==> src/tpm_consts.svh <==
// Purpose: constants for the trace port pin mux
// Assumes: pins numbered A0..A31=0..31, B0..B11=32..43, C0..C5=44..49, X0..X59=50..109
// Notes: trace tables hold 11 pin indices of 7 bits, signal 10 in the top slot
// Function
// - oscillator pins are reached through ordinary port function selection only while their power manager enable is off
// - power manager enables alone route each oscillator pin pair
// - enabled tracing owns its pins over port controller direction and function
// - three trace placements chosen by trace map select values zero, one, two
// - map two puts data bits 0..5 on port X 1..6; event out on B6
// - trace clock, six data bits and two frame bits are driven outputs
// - port X has sixty bidirectional lines numbered zero to fifty-nine
// - priority rises: port controller, trace, test port, oscillators
`ifndef TPM_CONSTS_SVH
`define TPM_CONSTS_SVH

`define TPM_PIN_COUNT   110
`define TPM_A_WIDTH     32
`define TPM_B_WIDTH     12
`define TPM_C_WIDTH     6
`define TPM_X_WIDTH     60
`define TPM_B_BASE      32
`define TPM_C_BASE      44
`define TPM_X_BASE      50
`define TPM_SIG_COUNT   11
`define TPM_IDX_W       7
`define TPM_SIG_EVTI    0
`define TPM_MAP_LAST    2'h2

// slot order 10..0: event out, clock, frame 1, frame 0, data 5..0, event in
`define TPM_MAP0 {7'h26, 7'h27, 7'h0a, 7'h0b, 7'h00, 7'h01, 7'h03, 7'h10, 7'h0d, 7'h0c, 7'h25}
`define TPM_MAP1 {7'h26, 7'h32, 7'h07, 7'h69, 7'h6a, 7'h6b, 7'h6c, 7'h18, 7'h17, 7'h16, 7'h08}
`define TPM_MAP2 {7'h26, 7'h29, 7'h3a, 7'h39, 7'h38, 7'h37, 7'h36, 7'h35, 7'h34, 7'h33, 7'h32}

// oscillator pad pairs on port C
`define TPM_OSC32_IN    7'h2c
`define TPM_OSC32_OUT   7'h2d
`define TPM_OSC0_IN     7'h2e
`define TPM_OSC0_OUT    7'h2f
`define TPM_OSC1_IN     7'h30
`define TPM_OSC1_OUT    7'h31

`endif

==> src/tpm_pkg.sv <==
// Purpose: shared types of the trace port pin mux
// Assumes: constants come from tpm_consts.svh
// Notes: none
`include "tpm_consts.svh"
package tpm_pkg;
  typedef logic [`TPM_PIN_COUNT-1:0] tpm_pins_t;
  typedef logic [`TPM_IDX_W-1:0]     tpm_idx_t;
  typedef logic [`TPM_SIG_COUNT*`TPM_IDX_W-1:0] tpm_table_t;

  typedef struct packed {
    tpm_pins_t  pad_out;
    tpm_pins_t  pad_oe;
    logic [5:0] analog_en;
    logic       event_in_n;
    logic       trace_active;
  } tpm_state_t;
endpackage : tpm_pkg

==> src/tpm_if.sv <==
// Purpose: carries trace requests to the map logic and pin claims back
// Assumes: one clock domain, combinational path only
// Notes: none
`timescale 1ns/100ps
interface tpm_if;
  logic              trace_enable;
  logic [1:0]        trace_map_select;
  logic              trace_clock_out;
  logic [5:0]        trace_message_data;
  logic [1:0]        trace_frame_control;
  logic              debug_event_out_n;
  tpm_pkg::tpm_pins_t claim;
  tpm_pkg::tpm_pins_t drive;
  tpm_pkg::tpm_pins_t drive_oe;
  tpm_pkg::tpm_idx_t  event_in_idx;
  logic              event_in_valid;

  modport map (
    input  trace_enable, trace_map_select, trace_clock_out,
    input  trace_message_data, trace_frame_control, debug_event_out_n,
    output claim, drive, drive_oe, event_in_idx, event_in_valid
  );
  modport top (
    output trace_enable, trace_map_select, trace_clock_out,
    output trace_message_data, trace_frame_control, debug_event_out_n,
    input  claim, drive, drive_oe, event_in_idx, event_in_valid
  );
endinterface : tpm_if

==> src/tpm_map.sv <==
// Purpose: turns trace enable and placement into pin claims and drive values
// Assumes: select value three is not a placement and claims nothing
// Notes: purely combinational; the top registers the result
`timescale 1ns/100ps
`include "tpm_consts.svh"
module tpm_map (
  // trace side and claims
  tpm_if.map ifc
);
  tpm_pkg::tpm_table_t tbl;
  logic [`TPM_SIG_COUNT-1:0] sig_val;
  logic                      map_ok;
  tpm_pkg::tpm_idx_t         idx;

  always_comb begin
    unique case (ifc.trace_map_select)
      2'h0: tbl = `TPM_MAP0;
      2'h1: tbl = `TPM_MAP1;
      2'h2: tbl = `TPM_MAP2;
      default: tbl = `TPM_MAP0;
    endcase
    map_ok = (ifc.trace_map_select <= `TPM_MAP_LAST);
    sig_val = {ifc.debug_event_out_n, ifc.trace_clock_out, ifc.trace_frame_control,
               ifc.trace_message_data, 1'b1};
    ifc.claim    = '0;
    ifc.drive    = '0;
    ifc.drive_oe = '0;
    idx          = '0;
    if (ifc.trace_enable && map_ok) begin
      for (int s = 0; s < `TPM_SIG_COUNT; s++) begin
        idx = tbl[s*`TPM_IDX_W +: `TPM_IDX_W];
        ifc.claim[idx]    = 1'b1;
        ifc.drive[idx]    = (s == `TPM_SIG_EVTI) ? 1'b0 : sig_val[s];
        ifc.drive_oe[idx] = (s != `TPM_SIG_EVTI);
      end
    end
    ifc.event_in_idx   = tbl[`TPM_SIG_EVTI*`TPM_IDX_W +: `TPM_IDX_W];
    ifc.event_in_valid = ifc.trace_enable && map_ok;
  end
endmodule : tpm_map

==> src/tpm_top.sv <==
// Purpose: pin ownership for ports A, B, C and X: port controller, trace, test port, oscillators
// Assumes: all inputs synchronous to clk_sys; pads resolve out/oe externally
// Notes: every pad output and enable is registered, so ownership changes one cycle late
`timescale 1ns/100ps
`include "tpm_consts.svh"
module tpm_top (
  // clock, reset, enable
  input  wire logic                       clk_sys,
  input  wire logic                       resetn,
  input  wire logic                       ce,
  // port controller requests
  input  wire logic [`TPM_A_WIDTH-1:0]    gpio_a_out,
  input  wire logic [`TPM_A_WIDTH-1:0]    gpio_a_oe,
  input  wire logic [`TPM_B_WIDTH-1:0]    gpio_b_out,
  input  wire logic [`TPM_B_WIDTH-1:0]    gpio_b_oe,
  input  wire logic [`TPM_C_WIDTH-1:0]    gpio_c_out,
  input  wire logic [`TPM_C_WIDTH-1:0]    gpio_c_oe,
  input  wire logic [`TPM_X_WIDTH-1:0]    gpio_x_out,
  input  wire logic [`TPM_X_WIDTH-1:0]    gpio_x_oe,
  // pad input levels
  input  wire logic [`TPM_A_WIDTH-1:0]    pad_a_in,
  input  wire logic [`TPM_B_WIDTH-1:0]    pad_b_in,
  input  wire logic [`TPM_C_WIDTH-1:0]    pad_c_in,
  input  wire logic [`TPM_X_WIDTH-1:0]    pad_x_in,
  // test port claims, flat pin numbering
  input  wire logic [`TPM_PIN_COUNT-1:0]  test_claim,
  input  wire logic [`TPM_PIN_COUNT-1:0]  test_out,
  input  wire logic [`TPM_PIN_COUNT-1:0]  test_oe,
  // power manager oscillator enables: 0 osc0, 1 osc1, 2 osc32
  input  wire logic [2:0]                 power_manager_osc_en,
  // on-chip debug unit trace side
  input  wire logic                       trace_enable,
  input  wire logic [1:0]                 trace_map_select,
  input  wire logic                       trace_clock_out,
  input  wire logic [5:0]                 trace_message_data,
  input  wire logic [1:0]                 trace_frame_control,
  input  wire logic                       debug_event_out_n,
  output logic                            debug_event_in_n,
  output logic                            trace_active,
  // pad drive
  output logic [`TPM_A_WIDTH-1:0]         pad_a_out,
  output logic [`TPM_A_WIDTH-1:0]         pad_a_oe,
  output logic [`TPM_B_WIDTH-1:0]         pad_b_out,
  output logic [`TPM_B_WIDTH-1:0]         pad_b_oe,
  output logic [`TPM_C_WIDTH-1:0]         pad_c_out,
  output logic [`TPM_C_WIDTH-1:0]         pad_c_oe,
  output logic [`TPM_X_WIDTH-1:0]         pad_x_out,
  output logic [`TPM_X_WIDTH-1:0]         pad_x_oe,
  // oscillator analog hookup, bit n is port C line n
  output logic [5:0]                      osc_pad_analog_en
);

  tpm_pkg::tpm_state_t state_reg;
  tpm_pkg::tpm_state_t state_next;
  tpm_pkg::tpm_pins_t  gpio_out_all;
  tpm_pkg::tpm_pins_t  gpio_oe_all;
  tpm_pkg::tpm_pins_t  pad_in_all;
  tpm_pkg::tpm_pins_t  osc_claim;
  tpm_pkg::tpm_pins_t  upper_claim;

  tpm_if ifc ();

  // trace requests travel to the map logic unchanged
  assign ifc.trace_enable        = trace_enable;
  assign ifc.trace_map_select    = trace_map_select;
  assign ifc.trace_clock_out     = trace_clock_out;
  assign ifc.trace_message_data  = trace_message_data;
  assign ifc.trace_frame_control = trace_frame_control;
  assign ifc.debug_event_out_n   = debug_event_out_n;

  tpm_map u_map (
    .ifc (ifc.map)
  );

  // port X joins the flat pin vector
  assign gpio_out_all = {gpio_x_out, gpio_c_out, gpio_b_out, gpio_a_out};
  assign gpio_oe_all  = {gpio_x_oe, gpio_c_oe, gpio_b_oe, gpio_a_oe};
  assign pad_in_all   = {pad_x_in, pad_c_in, pad_b_in, pad_a_in};

  always_comb begin
    osc_claim = '0;
    osc_claim[`TPM_OSC0_IN]   = power_manager_osc_en[0];
    osc_claim[`TPM_OSC0_OUT]  = power_manager_osc_en[0];
    osc_claim[`TPM_OSC1_IN]   = power_manager_osc_en[1];
    osc_claim[`TPM_OSC1_OUT]  = power_manager_osc_en[1];
    osc_claim[`TPM_OSC32_IN]  = power_manager_osc_en[2];
    osc_claim[`TPM_OSC32_OUT] = power_manager_osc_en[2];
  end

  assign upper_claim = osc_claim | test_claim;

  always_comb begin
    state_next = state_reg;
    for (int i = 0; i < `TPM_PIN_COUNT; i++) begin
      if (osc_claim[i]) begin
        state_next.pad_out[i] = 1'b0;
        state_next.pad_oe[i]  = 1'b0;
      end else if (test_claim[i]) begin
        state_next.pad_out[i] = test_out[i];
        state_next.pad_oe[i]  = test_oe[i];
      end else if (ifc.claim[i]) begin
        state_next.pad_out[i] = ifc.drive[i];
        state_next.pad_oe[i]  = ifc.drive_oe[i];
      end else begin
        state_next.pad_out[i] = gpio_out_all[i];
        state_next.pad_oe[i]  = gpio_oe_all[i];
      end
    end
    state_next.analog_en = {power_manager_osc_en[1], power_manager_osc_en[1],
                            power_manager_osc_en[0], power_manager_osc_en[0],
                            power_manager_osc_en[2], power_manager_osc_en[2]};
    // an event input lost to a higher owner reads inactive, not the foreign level
    if (ifc.event_in_valid && !upper_claim[ifc.event_in_idx]) begin
      state_next.event_in_n = pad_in_all[ifc.event_in_idx];
    end else begin
      state_next.event_in_n = 1'b1;
    end
    state_next.trace_active = ifc.event_in_valid;
  end

  always_ff @(posedge clk_sys) begin
    if (!resetn) begin
      state_reg.pad_out      <= '0;
      state_reg.pad_oe       <= '0;
      state_reg.analog_en    <= 6'h00;
      state_reg.event_in_n   <= 1'b1;
      state_reg.trace_active <= 1'b0;
    end else if (ce) begin
      state_reg <= state_next;
    end
  end

  // placement two lands on port X lines via the registered vector
  assign pad_a_out = state_reg.pad_out[`TPM_A_WIDTH-1:0];
  assign pad_a_oe  = state_reg.pad_oe[`TPM_A_WIDTH-1:0];
  assign pad_b_out = state_reg.pad_out[`TPM_B_BASE +: `TPM_B_WIDTH];
  assign pad_b_oe  = state_reg.pad_oe[`TPM_B_BASE +: `TPM_B_WIDTH];
  assign pad_c_out = state_reg.pad_out[`TPM_C_BASE +: `TPM_C_WIDTH];
  assign pad_c_oe  = state_reg.pad_oe[`TPM_C_BASE +: `TPM_C_WIDTH];
  assign pad_x_out = state_reg.pad_out[`TPM_X_BASE +: `TPM_X_WIDTH];
  assign pad_x_oe  = state_reg.pad_oe[`TPM_X_BASE +: `TPM_X_WIDTH];

  assign osc_pad_analog_en = state_reg.analog_en;
  assign debug_event_in_n  = state_reg.event_in_n;
  assign trace_active      = state_reg.trace_active;

endmodule : tpm_top

==> config.mk <==
export PLATFORM = sky130hd
export DESIGN_NAME = tpm_top
export DESIGN_NICKNAME = d
export VERILOG_FILES = /design/src/tpm_pkg.sv /design/src/tpm_if.sv /design/src/tpm_map.sv /design/src/tpm_top.sv
export VERILOG_INCLUDE_DIRS = /design/src
export SDC_FILE = /design/constraint.sdc
export NUM_CORES = 1
export LEC_CHECK = 0
export ABC_AREA = 1
export BUFFER_PORTS_ARGS = -buffer_cell sky130_fd_sc_hd__buf_2
export CAP_MARGIN = 20
export CORE_AREA = 4 4 356 358
export CTS_BUF_LIST = sky130_fd_sc_hd__clkbuf_8
export DETAILED_ROUTE_END_ITERATION = 6
export DIE_AREA = 0 0 360 362
export GPL_ROUTABILITY_DRIVEN = 1
export HOLD_SLACK_MARGIN = 0.08
export PLACE_DENSITY = 0.32
export REMOVE_ABC_BUFFERS = 1
export SYNTH_ARGS = -nofsm -noshare
export SYNTH_HDL_FRONTEND = slang
export SYNTH_SLANG_ARGS = --single-unit
export TNS_END_PERCENT = 1
==> constraint.sdc <==
create_clock -name clk_sys -period 1.4 [get_ports clk_sys]
set_input_delay 0.28 -clock clk_sys [delete_from_list [all_inputs] [get_ports clk_sys]]
set_output_delay 0.28 -clock clk_sys [all_outputs]
set_load 0.01 [all_outputs]
# After elaboration in Yosys (flattened, before gate mapping)
# Cells that the tools add are included.
# word_totals
mem_bits_ro,0
input_bits,679
ram_bits,0
mem_count,0
register_bits,227
latch_bits,0
# op_classes
eq_ne,2
shifts,0
mux,492
reduce_logical,14
n_bitwise,21
n_addsub,0
n_mul,0
n_lt_le_gt_ge,23
div_mod_pow,0
# ops
operator,n
110-bit OR,19
110-bit bitwise mux,9
1-bit two-way mux,466
110-bit two-way mux,3
68-bit case mux with 2 select lines,1
110-bit AND,1
50-bit by 110-bit OR with 110-bit output,1
"7-bit by 8-bit < comparator with 1-bit output, second input constant",10
1-bit demux with 7-bit select,11
"7-bit by 1-bit greater-or-equal comparator with 1-bit output, second input constant",10
1-bit binary-select mux with 7-bit select,2
1-bit logical AND,13
"7-bit by 8-bit < comparator with 1-bit output, both inputs constant",1
"7-bit by 1-bit greater-or-equal comparator with 1-bit output, both inputs constant",1
"2-bit by 1-bit equality test with 1-bit output, second input constant",1
"2-bit equality test, second input constant",1
"2-bit <= comparator, second input constant",1
1-bit logical NOT,1

# Logic depth before layout (Yosys ltp)
# Gate-level depths: netlist (run 1).
# logic_depth
ltp_word,20
depth_mapped,13
ltp_nobuf,12

# By module
# Synthesis (run 1) repeated with hierarchy kept, for this count alone.
# unflattened
cells_unflattened,2579
area_unflattened_um2,16617.2
# modules_own_cells
module,seq_area_each_um2,instances,cells_each,area_each_um2
tpm_top,4504.3,1,2095,13746.9
tpm_map,0.0,1,484,2870.3

# Worst setup path before layout (run 1)
# No wires, ideal clock.
# synth_timing
kind,input port to flip-flop
startpoint,input port trace_map_select[0]
endpoint,"register state_reg, in the netlist pad_c_out[3]"
setup_slack_ns,-0.145
t_arrival_ns,1.413
path_buffers,1
path_stages,10
path_cell_list,inv_1 -> ha_1 -> nand2_4 -> inv_4 -> nand2_2 -> inv_2 -> buf_4 -> a21oi_1 -> o21ai_0 -> a21oi_1
# synth_via
elab_chain_len,20
word_cells_on_any_way,80
cone_classes,21 x order compare; 2 x eq/ne; 35 x mux; 11 x bitwise; 11 x reduce/logical
# synth_lines
element,line,text
"start, declared",tpm_top.sv:33,"input wire logic [1:0] trace_map_select,"
2-bit equality test or 2-bit by 1-bit equality test with 1-bit output (tied branches),tpm_map.sv:16,unique case (ifc.trace_map_select)
68-bit case mux with 2 select lines,tpm_map.sv:16,
"7-bit by 8-bit < comparator with 1-bit output, or another cell as far along","tpm_map.sv:32, tpm_map.sv:33",
"1-bit logical AND, on equally long branches",--,
"1-bit two-way mux, on equally long branches","tpm_map.sv:32, tpm_map.sv:33",
1-bit demux with 7-bit select,--,
110-bit AND (no line) or 110-bit OR (tied branches),--,
110-bit bitwise mux or 110-bit OR (tied branches) (9 in a row),--,
110-bit two-way mux,tpm_map.sv:29,if (ifc.trace_enable && map_ok) begin
1-bit two-way mux *,tpm_top.sv:101,end else if (ifc.claim[i]) begin
1-bit two-way mux *,tpm_top.sv:98,end else if (test_claim[i]) begin
1-bit two-way mux *,tpm_top.sv:95,if (osc_claim[i]) begin
"end signal, assigned",tpm_top.sv:129,state_reg <= state_next;
"end, declared",tpm_top.sv:53,tpm_pkg::tpm_state_t state_reg;
# Mark *: on every way between the ends. The rest lies on a longest branch, timed or not.
# A chain may end at the register's enable or synchronous reset.

# Final worst setup path (run 1)
# layout_timing
startpoint,"register state_reg, in the netlist pad_a_oe[5]"
endpoint,output port pad_a_oe[5]
# layout_rtl
element,line,text
"end, declared",tpm_top.sv:42,"output logic [`TPM_A_WIDTH-1:0] pad_a_oe,"
# No word-level cell between the ends.

==> impl_results.md, run 1 <==
* Final worst path period need at 1.48 ns
* RD Place Congestion at approximately 0.88
* Top-count cell post-synth: nand2_1
* Peak supply drop at between 0.0004 and 0.0005 V
* Worst Setup EP: pad_a_oe[5]
* Synth top area cells: dfxtp_1 38%, a21oi_1 12%, nand2_1 11%
* Via/cell ratio at around 3.8
* Initial cell density of the core at 0.0970
* Count of final setup violators at 167
* Setup ws final at -0.0807 ns
* Initial DRC count at slightly above 1000
* Failing checks: negative setup slack
* Distinct cells, synth at 36
* Rel. slew slack at 0.683
* Die Y at between 300 and 400 µm
* Remaining global-route overflow at 0
* Clk sink count at about 230
* CP Launch Type: flip-flop
* Final cell count without fillers at 5296
* DP Worst Slack at -1.31 ns
* Synth Flop Type: dfxtp_1
* Hold Vio Cnt, Final at 0
* Largest net degree at the start of global routing at 28
* Worst r2r src: pad_a_oe[5]$_SDFFE_PN0P_
* Number of setup buffers added after CTS at 0
* CTS buffer count at 53
* Post-Synthesis Cell Area at about 0.012 mm²
* Detail Route Antenna Nets at 0
* Worst Setup End Kind: output pin
* R2R cell count at 3
* Yosys Warn Count at 0
* Sequential-to-total area share from yosys stat at 0.377
* Max_cap viols at 0
* Inst Count DP at 4391
* Cells after synthesis at approximately 1800
* Row cnt at 129
* Clock Skews at 0 ns
* Crit Path Max Fanout at 2
* Clock Tree Root: clkbuf_8
* DR pass1 iterations at 5
* Top cell family by delay on the critical path: flip-flops
* Max stage delay on crit path at about 0.36 ns
* WP buf/inv at 1
* Area grow syn2layout at 157%
* Reg2reg end: pad_a_oe[5]$_SDFFE_PN0P_
* Number of cells on the critical path at 1
* Full die area at between 0.1 and 0.15 mm²
* Antenna violations before repair at between 70 and 80
* CTS tree: built
* H-tree levels at 2
* IO Pins at slightly above 900
* Lkg Pwr at 14.3 nW
* Reg-to-reg setup timing slack at between 0.2 and 0.25 ns
* Crit path kind: flip-flop to output pin
* Gr usage total at 0.168
* Worst hold path type: input pin to flip-flop
* Clk pin slew, worst setup/hold paths at roughly 0.060 ns
* First-pass GRT wire length at roughly 160000 µm
* Post-synthesis area per instance at approximately 6.7 µm²
* RSZ-0062 raised after global routing: true
* Worst-path cell chain: buf_12
* Slowest cell on crit path: dfxtp_2
* Post-synth top area share at 0.377
* Yosys reg bits at approximately 230
* Max clock buf depth at 3
* Share of cells above drive strength 1 at 0.400
* Fmax at 0.675 GHz
* DR WL/cell at between 20 and 25 µm
* Fraction of registers with async set/reset at 0
* Synth area leader: dfxtp_1
* Post-synth EDFFs at 0
* DP HPWL at between 90000 and 100000 µm
* Port Buffers at 812
* Vias in the first global route at 21135
* Clock Latency Late Sink at roughly 0.7 ns
* Wirelength, routed at around 110000 µm
* Area of the core at about 0.12 mm²
* # nets final at roughly 4300
* Synth top cells by count: 343 x nand2_1, 281 x a21oi_1, 231 x o21ai_0
* Routed via count at roughly 20000
* Chip width at ~360 µm
* Max Slew Vio Count at 0
* Pwr/cell area at between 700 and 800 mW/mm²
* # DRC at 0
* Final period util at 1.06
* Critical path arrival at between 1 and 1.5 ns
* Data required, critical path at between 1 and 1.5 ns
* Worst-Margin Slew at between 0.4 and 0.5 ns
* CP startpoint: pad_a_oe[5]$_SDFFE_PN0P_
* Run status: complete, but fails checks
-- registers in the layout, summed over array words and instances, names as in the netlist --
| name | flops |
|---|---|
| pad_b_out | 12 |
| pad_x_oe | 60 |
| pad_c_out | 6 |
| pad_x_out | 60 |
| pad_a_out | 32 |
| debug_event_in_n | 1 |
| pad_b_oe | 12 |
| pad_a_oe | 32 |
| pad_c_oe | 6 |
| osc_pad_analog_en | 3 |
| trace_active | 1 |
-- cell usage in the layout (no fill, tap or decap), types with 3 or more instances in the layout --
master / count
nor2_4: 8
o21ai_2: 6
o21ai_1: 9
a21oi_1: 280
nand3_1: 110
clkinv_2: 9
nand3b_1: 4
o31ai_1: 3
o21ai_0: 225
o22ai_1: 3
o211ai_1: 104
nand2_1: 340
nand2_2: 13
o21bai_1: 8
nor2_1: 69
dfxtp_2: 212
nand2_4: 4
inv_6: 3
o221ai_1: 4
inv_1: 235
nor3_1: 3
buf_4: 223
buf_2: 587
nor2_2: 9
clkbuf_8: 65
dlygate4sd3_1: 765
inv_2: 11
diode_2: 44
buf_12: 35
dfxtp_4: 13
buf_6: 225
-- metrics by stage --
| stage | hold WS [ns] | util | total power [mW] | cell area, µm² | setup TNS, ns |
|---|---|---|---|---|---|
| floorplan | 0.369 | - | 8.75 | 11500 | -55.15 |
| global placement | 0.453 | 0.162 | 12.2 | 20000 | -88.93 |
| detailed placement | 0.457 | 0.162 | 12.2 | 20000 | -92.28 |
| CTS | 0.0803 | 0.247 | 23.6 | 30500 | -30.87 |
| global route | 0.113 | 0.248 | 24.3 | 30600 | -25.45 |
| finish | 0.156 | 0.249 | 23.0 | 30700 | -4.04 |
-- per-layer routing --
layer	global-route usage	vias up	wire length, µm
met2	0.281	760	52900
met1	0.206	9236	48900
li1	-	9674	-
met5	0	-	319
met3	0.0569	218	9000
met4	0.0457	48	3200
-- cell families after synthesis --
kind of cell / Yosys count / synth area share
and+or+nand+nor: 564 / 0.201
AOI/OAI and AO/OA: 655 / 0.303
buffers and inverters: 327 / 0.114
adders and majority gates: 5 / 0.00523
DFF: 225 / 0.377
-- worst reg2reg max path: stages (launching register included) --
cell	delay (ns)
dfxtp_2	0.34
o211ai_1	0.14
dlygate4sd3_1	0.56
inv_1	0.04
-- power breakdown --
part	internal, mW	total [mW]	leakage, nW	switching [mW]
Sequential	6.96	7.32	1.94	0.357
Combinational	4.02	7.25	11.7	3.23
Clock	4.50	8.39	0.625	3.89
-- timing repair --
item / in CTS / in global routing
setup endpoints to repair: 246 / 277
pin swaps: 1 / 1
hold buffers: 765 / 0
endpoints found under the hold margin: 224 / 0
gates resized for setup: 549 / 38
-- cell type report --
type,count,area [µm²]
well taps,1637,2050
clock inverters,32,200
repair buffers,1838,15500
fillers,13777,92600
diodes,44,110
multi-input cells,1224,6220
flip-flops and latches,225,4820
clock buffers,64,881
inverters,232,882
-- worst min path at each step --
stage | startpoint | end | slack [ns] | cells after the start
2_1_floorplan | ce | trace_active$_SDFFE_PN0P_ | 0.37 | 1
3_3_place_gp | pad_c_out[4]$_SDFFE_PN0P_ | pad_c_out[4]$_SDFFE_PN0P_ | 0.45 | 2
3_5_place_dp | pad_x_out[10]$_SDFFE_PN0P_ | pad_x_out[10]$_SDFFE_PN0P_ | 0.46 | 2
4_1_cts | ce | pad_a_out[26]$_SDFFE_PN0P_ | 0.08 | 4
5_1_grt | gpio_a_out[22] | pad_a_out[22]$_SDFFE_PN0P_ | 0.11 | 5
6_report | gpio_a_out[22] | pad_a_out[22]$_SDFFE_PN0P_ | 0.16 | 5
Note: power is estimated with default switching activity, not from simulation.
==> inputs of run 2 (changes only) <==
Settings changed: ABC_AREA 1 to unset, CORE_AREA 4 4 356 358 to 4 4 355 357, DIE_AREA 0 0 360 362 to 0 0 359 361.
==> run 2 against run 1 <==
Against the previous run:
- the run still ends with negative setup slack left
- clock power increased by 3.8%
- critical path depth unchanged
- area after synthesis fell by 0.47%
- clock skew stayed put
- cell count fell by 11%
- clock-buffer cell count is the same
- final area shrank 7.3%
- critical endpoint is now debug_event_in_n
- via count shrank 12%
- die area fell by 0.55%
==> impl_results.md, run 2 <==
* Run status: complete, but fails checks (unchanged)
* Failing checks: negative setup slack (unchanged)
* Remaining global-route overflow at 0 (unchanged)
* Setup ws final at -0.133 ns (was -0.0807 ns)
* Fraction of the mapped netlist area in compound gates at 0.236 (was 0.303)
* Worst r2r src: pad_c_out[0]$_SDFFE_PN0P_ (was pad_a_oe[5]$_SDFFE_PN0P_)
* Gr usage total at 0.158 (was 0.168)
* Reg2reg end: pad_c_out[0]$_SDFFE_PN0P_ (was pad_a_oe[5]$_SDFFE_PN0P_)
* Multiplexer area fraction after synthesis at 0.139 (was 0)
* Combinational fraction of design power at 0.297 (was 0.316)
* Antenna violations before repair at 73 (was 77)
* Clk sink count at 225 (unchanged)
* Clock Skews at 0 ns (unchanged)
* Synth Flop Type: dfxtp_1 (unchanged)
* Net switching power at 7.17 mW (was 7.48 mW)
* Synth top cells by count: 225 x dfxtp_1, 218 x nor2_1, 152 x mux2i_1 (was 343 x nand2_1, 281 x a21oi_1, 231 x o21ai_0)
* Most frequent cells in the layout: 578 x buf_2, 556 x dlygate4sd3_1, 238 x buf_6 (was 765 x dlygate4sd3_1, 587 x buf_2, 340 x nand2_1)
* # DRC at 0 (unchanged)
* IO Pins at 907 (unchanged)
* Peak supply drop at 0.000517 V (was 0.000492 V)
* Critical path arrival at 1.25 ns (was 1.20 ns)
* Max clock buf depth at 3 (unchanged)
* Sequential-to-total area share from yosys stat at 0.378 (was 0.377)
* Max stage delay on crit path at 0.40 ns (was 0.36 ns)
* Area grow syn2layout at 139% (was 157%)
* Routed via count at 17568 (was 19936)
* Top cell family by delay on the critical path: flip-flops (unchanged)
* Final period util at 1.09 (was 1.06)
* Internal Power at 15.6 mW (was 15.5 mW)
* Largest net degree at the start of global routing at 52 (was 28)
* Max Slew Vio Count at 0 (unchanged)
* Slowest cell on crit path: dfxtp_4 (was dfxtp_2)
* Hold depth at 5 (unchanged)
* Post-Synth Adder-Cell Area at 0.00526 (was 0.00523)
* Synth top area cells: dfxtp_1 38%, mux2i_1 13%, nor2_1 6.9% (was dfxtp_1 38%, a21oi_1 12%, nand2_1 11%)
* Synth area leader: dfxtp_1 (unchanged)
* Count of final setup violators at 180 (was 167)
* Cells after synthesis at 1449 (was 1776)
* Initial DRC count at 741 (was 1008)
* Final worst path period need at 1.53 ns (was 1.48 ns)
* CTS tree: built (unchanged)
* DP HPWL at 87500 µm (was 93300 µm)
* Vias in the first global route at 18653 (was 21135)
* R2R cell count at 2 (was 3)
* Chip width at 359 µm (was 360 µm)
* Synth Area in XOR/XNOR at 0 (unchanged)
* Data required, critical path at 1.12 ns (about the same)
* Number of setup buffers added after CTS at 0 (unchanged)
* Reg-to-reg setup timing slack at 0.60 ns (was 0.22 ns)
* Wirelength, routed at 107000 µm (was 114000 µm)
* Top-count cell post-synth: dfxtp_1 (was nand2_1)
* Crit path kind: flip-flop to output pin (unchanged)
* Area of the core at 0.123 mm² (about the same)
* Pwr/cell area at 798 mW/mm² (was 748 mW/mm²)
* Hold Vio Cnt, Final at 0 (unchanged)
* # nets final at 3679 (was 4258)
* Rel. slew slack at 0.673 (was 0.683)
* Yosys reg bits at 225 (unchanged)
* Post-synthesis area per instance at 8.21 µm² (was 6.73 µm²)
* Worst hold path type: input pin to flip-flop (unchanged)
* DR WL/cell at 22.8 µm (was 21.6 µm)
* Synth Area in Simple Gates at 0.178 (was 0.201)
* First-pass GRT wire length at 146000 µm (was 156000 µm)
* Distinct cells, synth at 66 (was 36)
* DR pass1 iterations at 5 (unchanged)
* Fillcell total at 13666 (was 13777)
* WP buf/inv at 1 (unchanged)
* Die Y at 361 µm (was 362 µm)
* Sequential power share at 0.320 (was 0.319)
* Hold worst-path end: pad_x_oe[58]$_SDFFE_PN0P_ (was pad_a_out[22]$_SDFFE_PN0P_)
* Detail Route Antenna Nets at 0 (unchanged)
* Share of cells above drive strength 1 at 0.462 (was 0.400)
* H-tree levels at 2 (unchanged)
* Crit Path Max Fanout at 2 (unchanged)
* Clk network pwr share at 0.383 (was 0.365)
* Row cnt at 129 (unchanged)
* Yosys Warn Count at 0 (unchanged)
* RSZ-0062 raised after global routing: true (unchanged)
* Initial cell density of the core at 0.0968 (was 0.0970)
* Worst-Margin Slew at 0.489 ns (was 0.474 ns)
* HP Start: gpio_x_oe[58] (was gpio_a_out[22])
* Clock Tree Root: clkbuf_8 (unchanged)
* Port Buffers at 812 (unchanged)
* Full die area at 0.130 mm² (about the same)
* CTS buffer count at 53 (unchanged)
* Lkg Pwr at 12.7 nW (was 14.3 nW)
* RD Place Congestion at 0.842 (was 0.882)
* CP Launch Type: flip-flop (unchanged)
* Largest family of logic cells by synthesized area: compound AO/OA/AOI/OAI gates (unchanged)
* Design Power at 22.7 mW (was 23.0 mW)
* Worst-path cell chain: buf_6 (was buf_12)
* Post-Synthesis Cell Area at 0.0119 mm² (was 0.0120 mm²)
* Most common cell after layout, fill and taps aside: buf_2 (was dlygate4sd3_1)
* Worst Setup End Kind: output pin (unchanged)
* Fmax at 0.652 GHz (was 0.675 GHz)
* DP Worst Slack at -1.03 ns (was -1.31 ns)
* Clock Latency Late Sink at 0.71 ns (was 0.70 ns)
* Fraction of registers with async set/reset at 0 (unchanged)
* Via/cell ratio at 3.74 (was 3.76)
* Post-synth EDFFs at 0 (unchanged)
* Max_cap viols at 0 (unchanged)
* Clk pin slew, worst setup/hold paths at 0.07 ns (was 0.06 ns)
* Sw Share at 0.316 (was 0.326)
* Post-synth top area share at 0.378 (was 0.377)
## run 2: cell count changes after synthesis, moves of 94 or more
cell,previous run,this run
o211ai_1,104,10
mux2i_1,0,152
o21ai_0,231,78
nand2_1,343,108
nor2_1,75,218
inv_1,221,47
a21oi_1,281,128
## run 2: cells by family (layout without fill, tap and decap cells)
group | count (synthesis) | in the layout
AO/OA/AOI/OAI | 431 | 431
AND/OR/NAND/NOR | 460 | 460
multiplexers | 164 | 164
adder cells (fa/ha/maj) | 5 | 5
other | 0 | 19
buffers and inverters | 164 | 1752
flip-flops | 225 | 225
## run 2: power groups by stage
stage,Combinational (mW),Sequential [mW],Clock (mW)
after floorplan,1.35,7.41,0
after global placement,4.92,7.22,0
after detailed placement,4.90,7.23,0
after CTS,6.82,7.28,9.24
after global routing,7.31,7.34,9.45
final,6.74,7.28,8.71
## run 2: routing by layer
metal | wire [µm] | vias up | GRT usage
li1 | - | 8376 | -
met1 | 46400 | 8242 | 0.197
met2 | 48500 | 681 | 0.258
met3 | 8730 | 205 | 0.0578
met4 | 2830 | 64 | 0.0424
met5 | 399 | - | 0
## run 2: worst max path at each step
stage                                        startpoint                    endpoint  slack [ns]  cells past startpoint
after detailed placement            trace_map_select[0]  pad_a_out[16]$_SDFFE_PN0P_       -1.03                     10
after floorplan                                      ce  pad_a_out[16]$_SDFFE_PN0P_       -1.93                      3
after global placement              trace_map_select[0]  pad_a_out[31]$_SDFFE_PN0P_       -1.10                      9
after global routing      debug_event_in_n$_SDFFE_PN1P_            debug_event_in_n       -0.23                      1
final                     debug_event_in_n$_SDFFE_PN1P_            debug_event_in_n       -0.13                      1
after CTS                 debug_event_in_n$_SDFFE_PN1P_            debug_event_in_n       -0.27                      1
## run 2: area by class of cell
cell class	count	area, µm²	area share
timing repair buffer	1606	13400	0.472
clock inverter	33	253	0.00887
clock buffer	64	881	0.0309
multi-input combinational	1060	6820	0.239
inverter	49	196	0.00690
sequential	225	4800	0.169
antenna	19	47.5	0.00167
tap	1637	2050	0.0719
## run 2: per-stage QoR
stage / area (µm²) / hold slack [ns] / instances / util / setup TNS [ns]
floorplan: 11300 / 0.369 / 1334 / - / -249.06
global placement: 19800 / 0.443 / 4017 / 0.161 / -109.10
detailed placement: 19800 / 0.445 / 4017 / 0.161 / -109.45
CTS: 28300 / 0.0831 / 4675 / 0.230 / -32.54
global route: 28400 / 0.0826 / 4681 / 0.231 / -25.42
finish: 28500 / 0.0498 / 4693 / 0.232 / -3.94
## run 2: what timing repair did
action | CTS | global route
hold buffers | 561 | 1
hold endpoints to repair | 223 | 1
endpoints found under the setup margin | 278 | 298
gates resized for setup | 542 | 55
pin swaps | 4 | 4
==> inputs of run 3 (changes only) <==
Settings changed: CORE_AREA 4 4 355 357 to 4 4 346 348, DIE_AREA 0 0 359 361 to 0 0 350 352.
Clock period 1.4 ns to 2 ns, I/O delays scaled along.
==> run 3 against run 2 <==
Against the previous run:
- the run still ends with negative setup slack left
- clock-buffer cell count down 3
- die area fell by 4.9%
- clock skew stayed put
- critical endpoint is now pad_b_oe[5]$_SDFFE_PN0P_
==> impl_results.md, run 3 (synthesis gave the netlist of run 2 again) <==
* Worst Setup End Kind: flip-flop (was output pin)
* Crit Path Max Fanout at 11 (was 2)
* Crit path kind: input pin to flip-flop (was flip-flop to output pin)
* Clock Skews at 0 ns (unchanged)
* Initial cell density of the core at 0.102 (was 0.0968)
* Max_cap viols at 0 (unchanged)
* DP HPWL at 81500 µm (was 87500 µm)
* First-pass GRT wire length at 136000 µm (was 146000 µm)
* CTS buffer count at 51 (was 53)
* Area grow syn2layout at 106% (was 139%)
* Clock Latency Late Sink at 0.67 ns (was 0.71 ns)
* IO Pins at 907 (unchanged)
* Most common cell after layout, fill and taps aside: buf_2 (unchanged)
* Most frequent cells in the layout: 811 x buf_2, 423 x dlygate4sd3_1, 225 x dfxtp_1 (was 578 x buf_2, 556 x dlygate4sd3_1, 238 x buf_6)
* Clock Tree Root: clkbuf_8 (unchanged)
* Worst hold slack at 0.157 ns (was 0.0498 ns)
* Chip width at 350 µm (was 359 µm)
* Critical path arrival at 2.63 ns (was 1.25 ns)
* Pwr/cell area at 595 mW/mm² (was 798 mW/mm²)
* CTS tree: built (unchanged)
* Setup ws final at -0.0303 ns (was -0.133 ns)
* Routed via count at 16445 (was 17568)
* Sw Share at 0.317 (was 0.316)
* Final worst path period need at 2.03 ns
* Rel. slew slack at 0.504 (was 0.673)
* Combinational fraction of design power at 0.273 (was 0.297)
* Largest net degree at the start of global routing at 94 (was 52)
* Gr usage total at 0.156 (was 0.158)
* Remaining global-route overflow at 0 (unchanged)
* Data required, critical path at 2.60 ns (was 1.12 ns)
* Vias in the first global route at 17571 (was 18653)
* Run status: complete, but fails checks (unchanged)
* Clk sink count at 225 (unchanged)
* Internal Power at 9.94 mW (was 15.6 mW)
* DR pass1 iterations at 6 (was 5)
* Worst-Margin Slew at 0.743 ns (was 0.489 ns)
* Hold Vio Cnt, Final at 0 (unchanged)
* Die Y at 352 µm (was 361 µm)
* Max clock buf depth at 3 (unchanged)
* RD Place Congestion at 0.784 (was 0.842)
* DR WL/cell at 23.0 µm (was 22.8 µm)
* Final period util at 1.02
* Failing checks: negative setup slack (unchanged)
* Max Slew Vio Count at 0 (unchanged)
* H-tree levels at 2 (unchanged)
* Detail Route Antenna Nets at 0 (unchanged)
* CP Launch Type: input pin (was flip-flop)
* Fillcell total at 13214 (was 13666)
* RSZ-0062 raised after global routing: true (unchanged)
* Area of the core at 0.116 mm² (was 0.123 mm²)
* Share of cells above drive strength 1 at 0.385 (was 0.462)
* Port Buffers at 812 (unchanged)
* Design Power at 14.6 mW (was 22.7 mW)
* Fmax at 0.493 GHz
* Clk pin slew, worst setup/hold paths at 0.05 ns (was 0.07 ns)
* Wirelength, routed at 100000 µm (was 107000 µm)
* Sequential power share at 0.340 (was 0.320)
* Via/cell ratio at 3.76 (was 3.74)
* Lkg Pwr at 11.4 nW (was 12.7 nW)
* Peak supply drop at 0.000348 V (was 0.000517 V)
* Row cnt at 125 (was 129)
* Clk network pwr share at 0.387 (was 0.383)
* Full die area at 0.123 mm² (was 0.130 mm²)
* Initial DRC count at 664 (was 741)
* # nets final at 3476 (was 3679)
* Antenna violations before repair at 83 (was 73)
* # DRC at 0 (unchanged)
* Worst hold path type: input pin to flip-flop (unchanged)
* Count of final setup violators at 3 (was 180)
* Net switching power at 4.62 mW (was 7.17 mW)
==> run 3: cell count changes in the layout (fill, tap and decap cells not counted), moves of 8 or more <==
cell / previous run / this run
buf_6: 238 / 4
buf_12: 40 / 32
buf_2: 578 / 811
dfxtp_1: 0 / 225
dfxtp_2: 218 / 0
buf_4: 187 / 132
dlygate4sd3_1: 556 / 423
==> run 3: stage by stage <==
stage	instances	util	setup TNS, ns	cell area (µm²)	setup WS, ns
after floorplan	1334	-	-141.06	11300	-1.45
after global placement	3836	0.164	-31.55	19000	-0.658
after detailed placement	3836	0.164	-31.29	19000	-0.535
after CTS	4348	0.209	0	24300	0.0209
after global routing	4358	0.210	-0.135	24400	-0.0412
final	4376	0.211	-0.0711	24500	-0.0303
==> run 3: area by class of cell <==
cell class                 instances  area, µm²  area share
clock buffer                      61        840      0.0343
clock inverter                    27        189     0.00772
timing repair buffer            1405      10000       0.410
multi-input combinational       1060       6750       0.276
antenna                           25       62.6     0.00256
inverter                          49        199     0.00813
tap                             1524       1910      0.0779
sequential                       225       4500       0.184
==> run 3: power groups by stage <==
stage / Combinational (mW) / Sequential, mW / Clock, mW
finish: 3.97 / 4.96 / 5.63
global placement: 3.26 / 5.05 / 0
detailed placement: 3.26 / 5.05 / 0
floorplan: 0.948 / 5.19 / 0
global route: 4.33 / 4.99 / 6.17
CTS: 4.03 / 4.96 / 6.02
==> run 3: critical path, stage by stage <==
cell and delay [ns]:
buf_2 0.17, ha_1 0.20, buf_4 0.16, buf_4 0.18, and3b_1 0.26, buf_12 0.15, nor2_1 0.05, a311o_1 0.32
a31oi_1 0.16, dlygate4sd3_1 0.56
==> run 3: final timing paths <==
check | cells after the start | to | from | slack (ns)
hold / removal | 3 | pad_c_oe[5]$_SDFFE_PN0P_ | gpio_c_oe[5] | 0.16
hold reg to reg | 2 | pad_a_oe[14]$_SDFFE_PN0P_ | pad_a_oe[14]$_SDFFE_PN0P_ | 0.46
setup / recovery | 10 | pad_b_oe[5]$_SDFFE_PN0P_ | trace_map_select[1] | -0.03
setup reg to reg | 3 | pad_x_out[39]$_SDFFE_PN0P_ | pad_x_out[39]$_SDFFE_PN0P_ | 0.77
==> run 3: repair_timing <==
action	CTS	global route
setup buffers	0	3
setup endpoints to repair	0	22
hold buffers	424	0
gates resized for setup	0	24
hold endpoints to repair	211	0
==> run 3: per-layer routing <==
layer | part of all wire | track usage | vias to the layer above
li1 | - | - | 7982
met1 | 0.43 | 0.186 | 7580
met2 | 0.47 | 0.264 | 642
met3 | 0.084 | 0.0618 | 177
met4 | 0.021 | 0.0349 | 64
met5 | 0.0043 | 0 | -
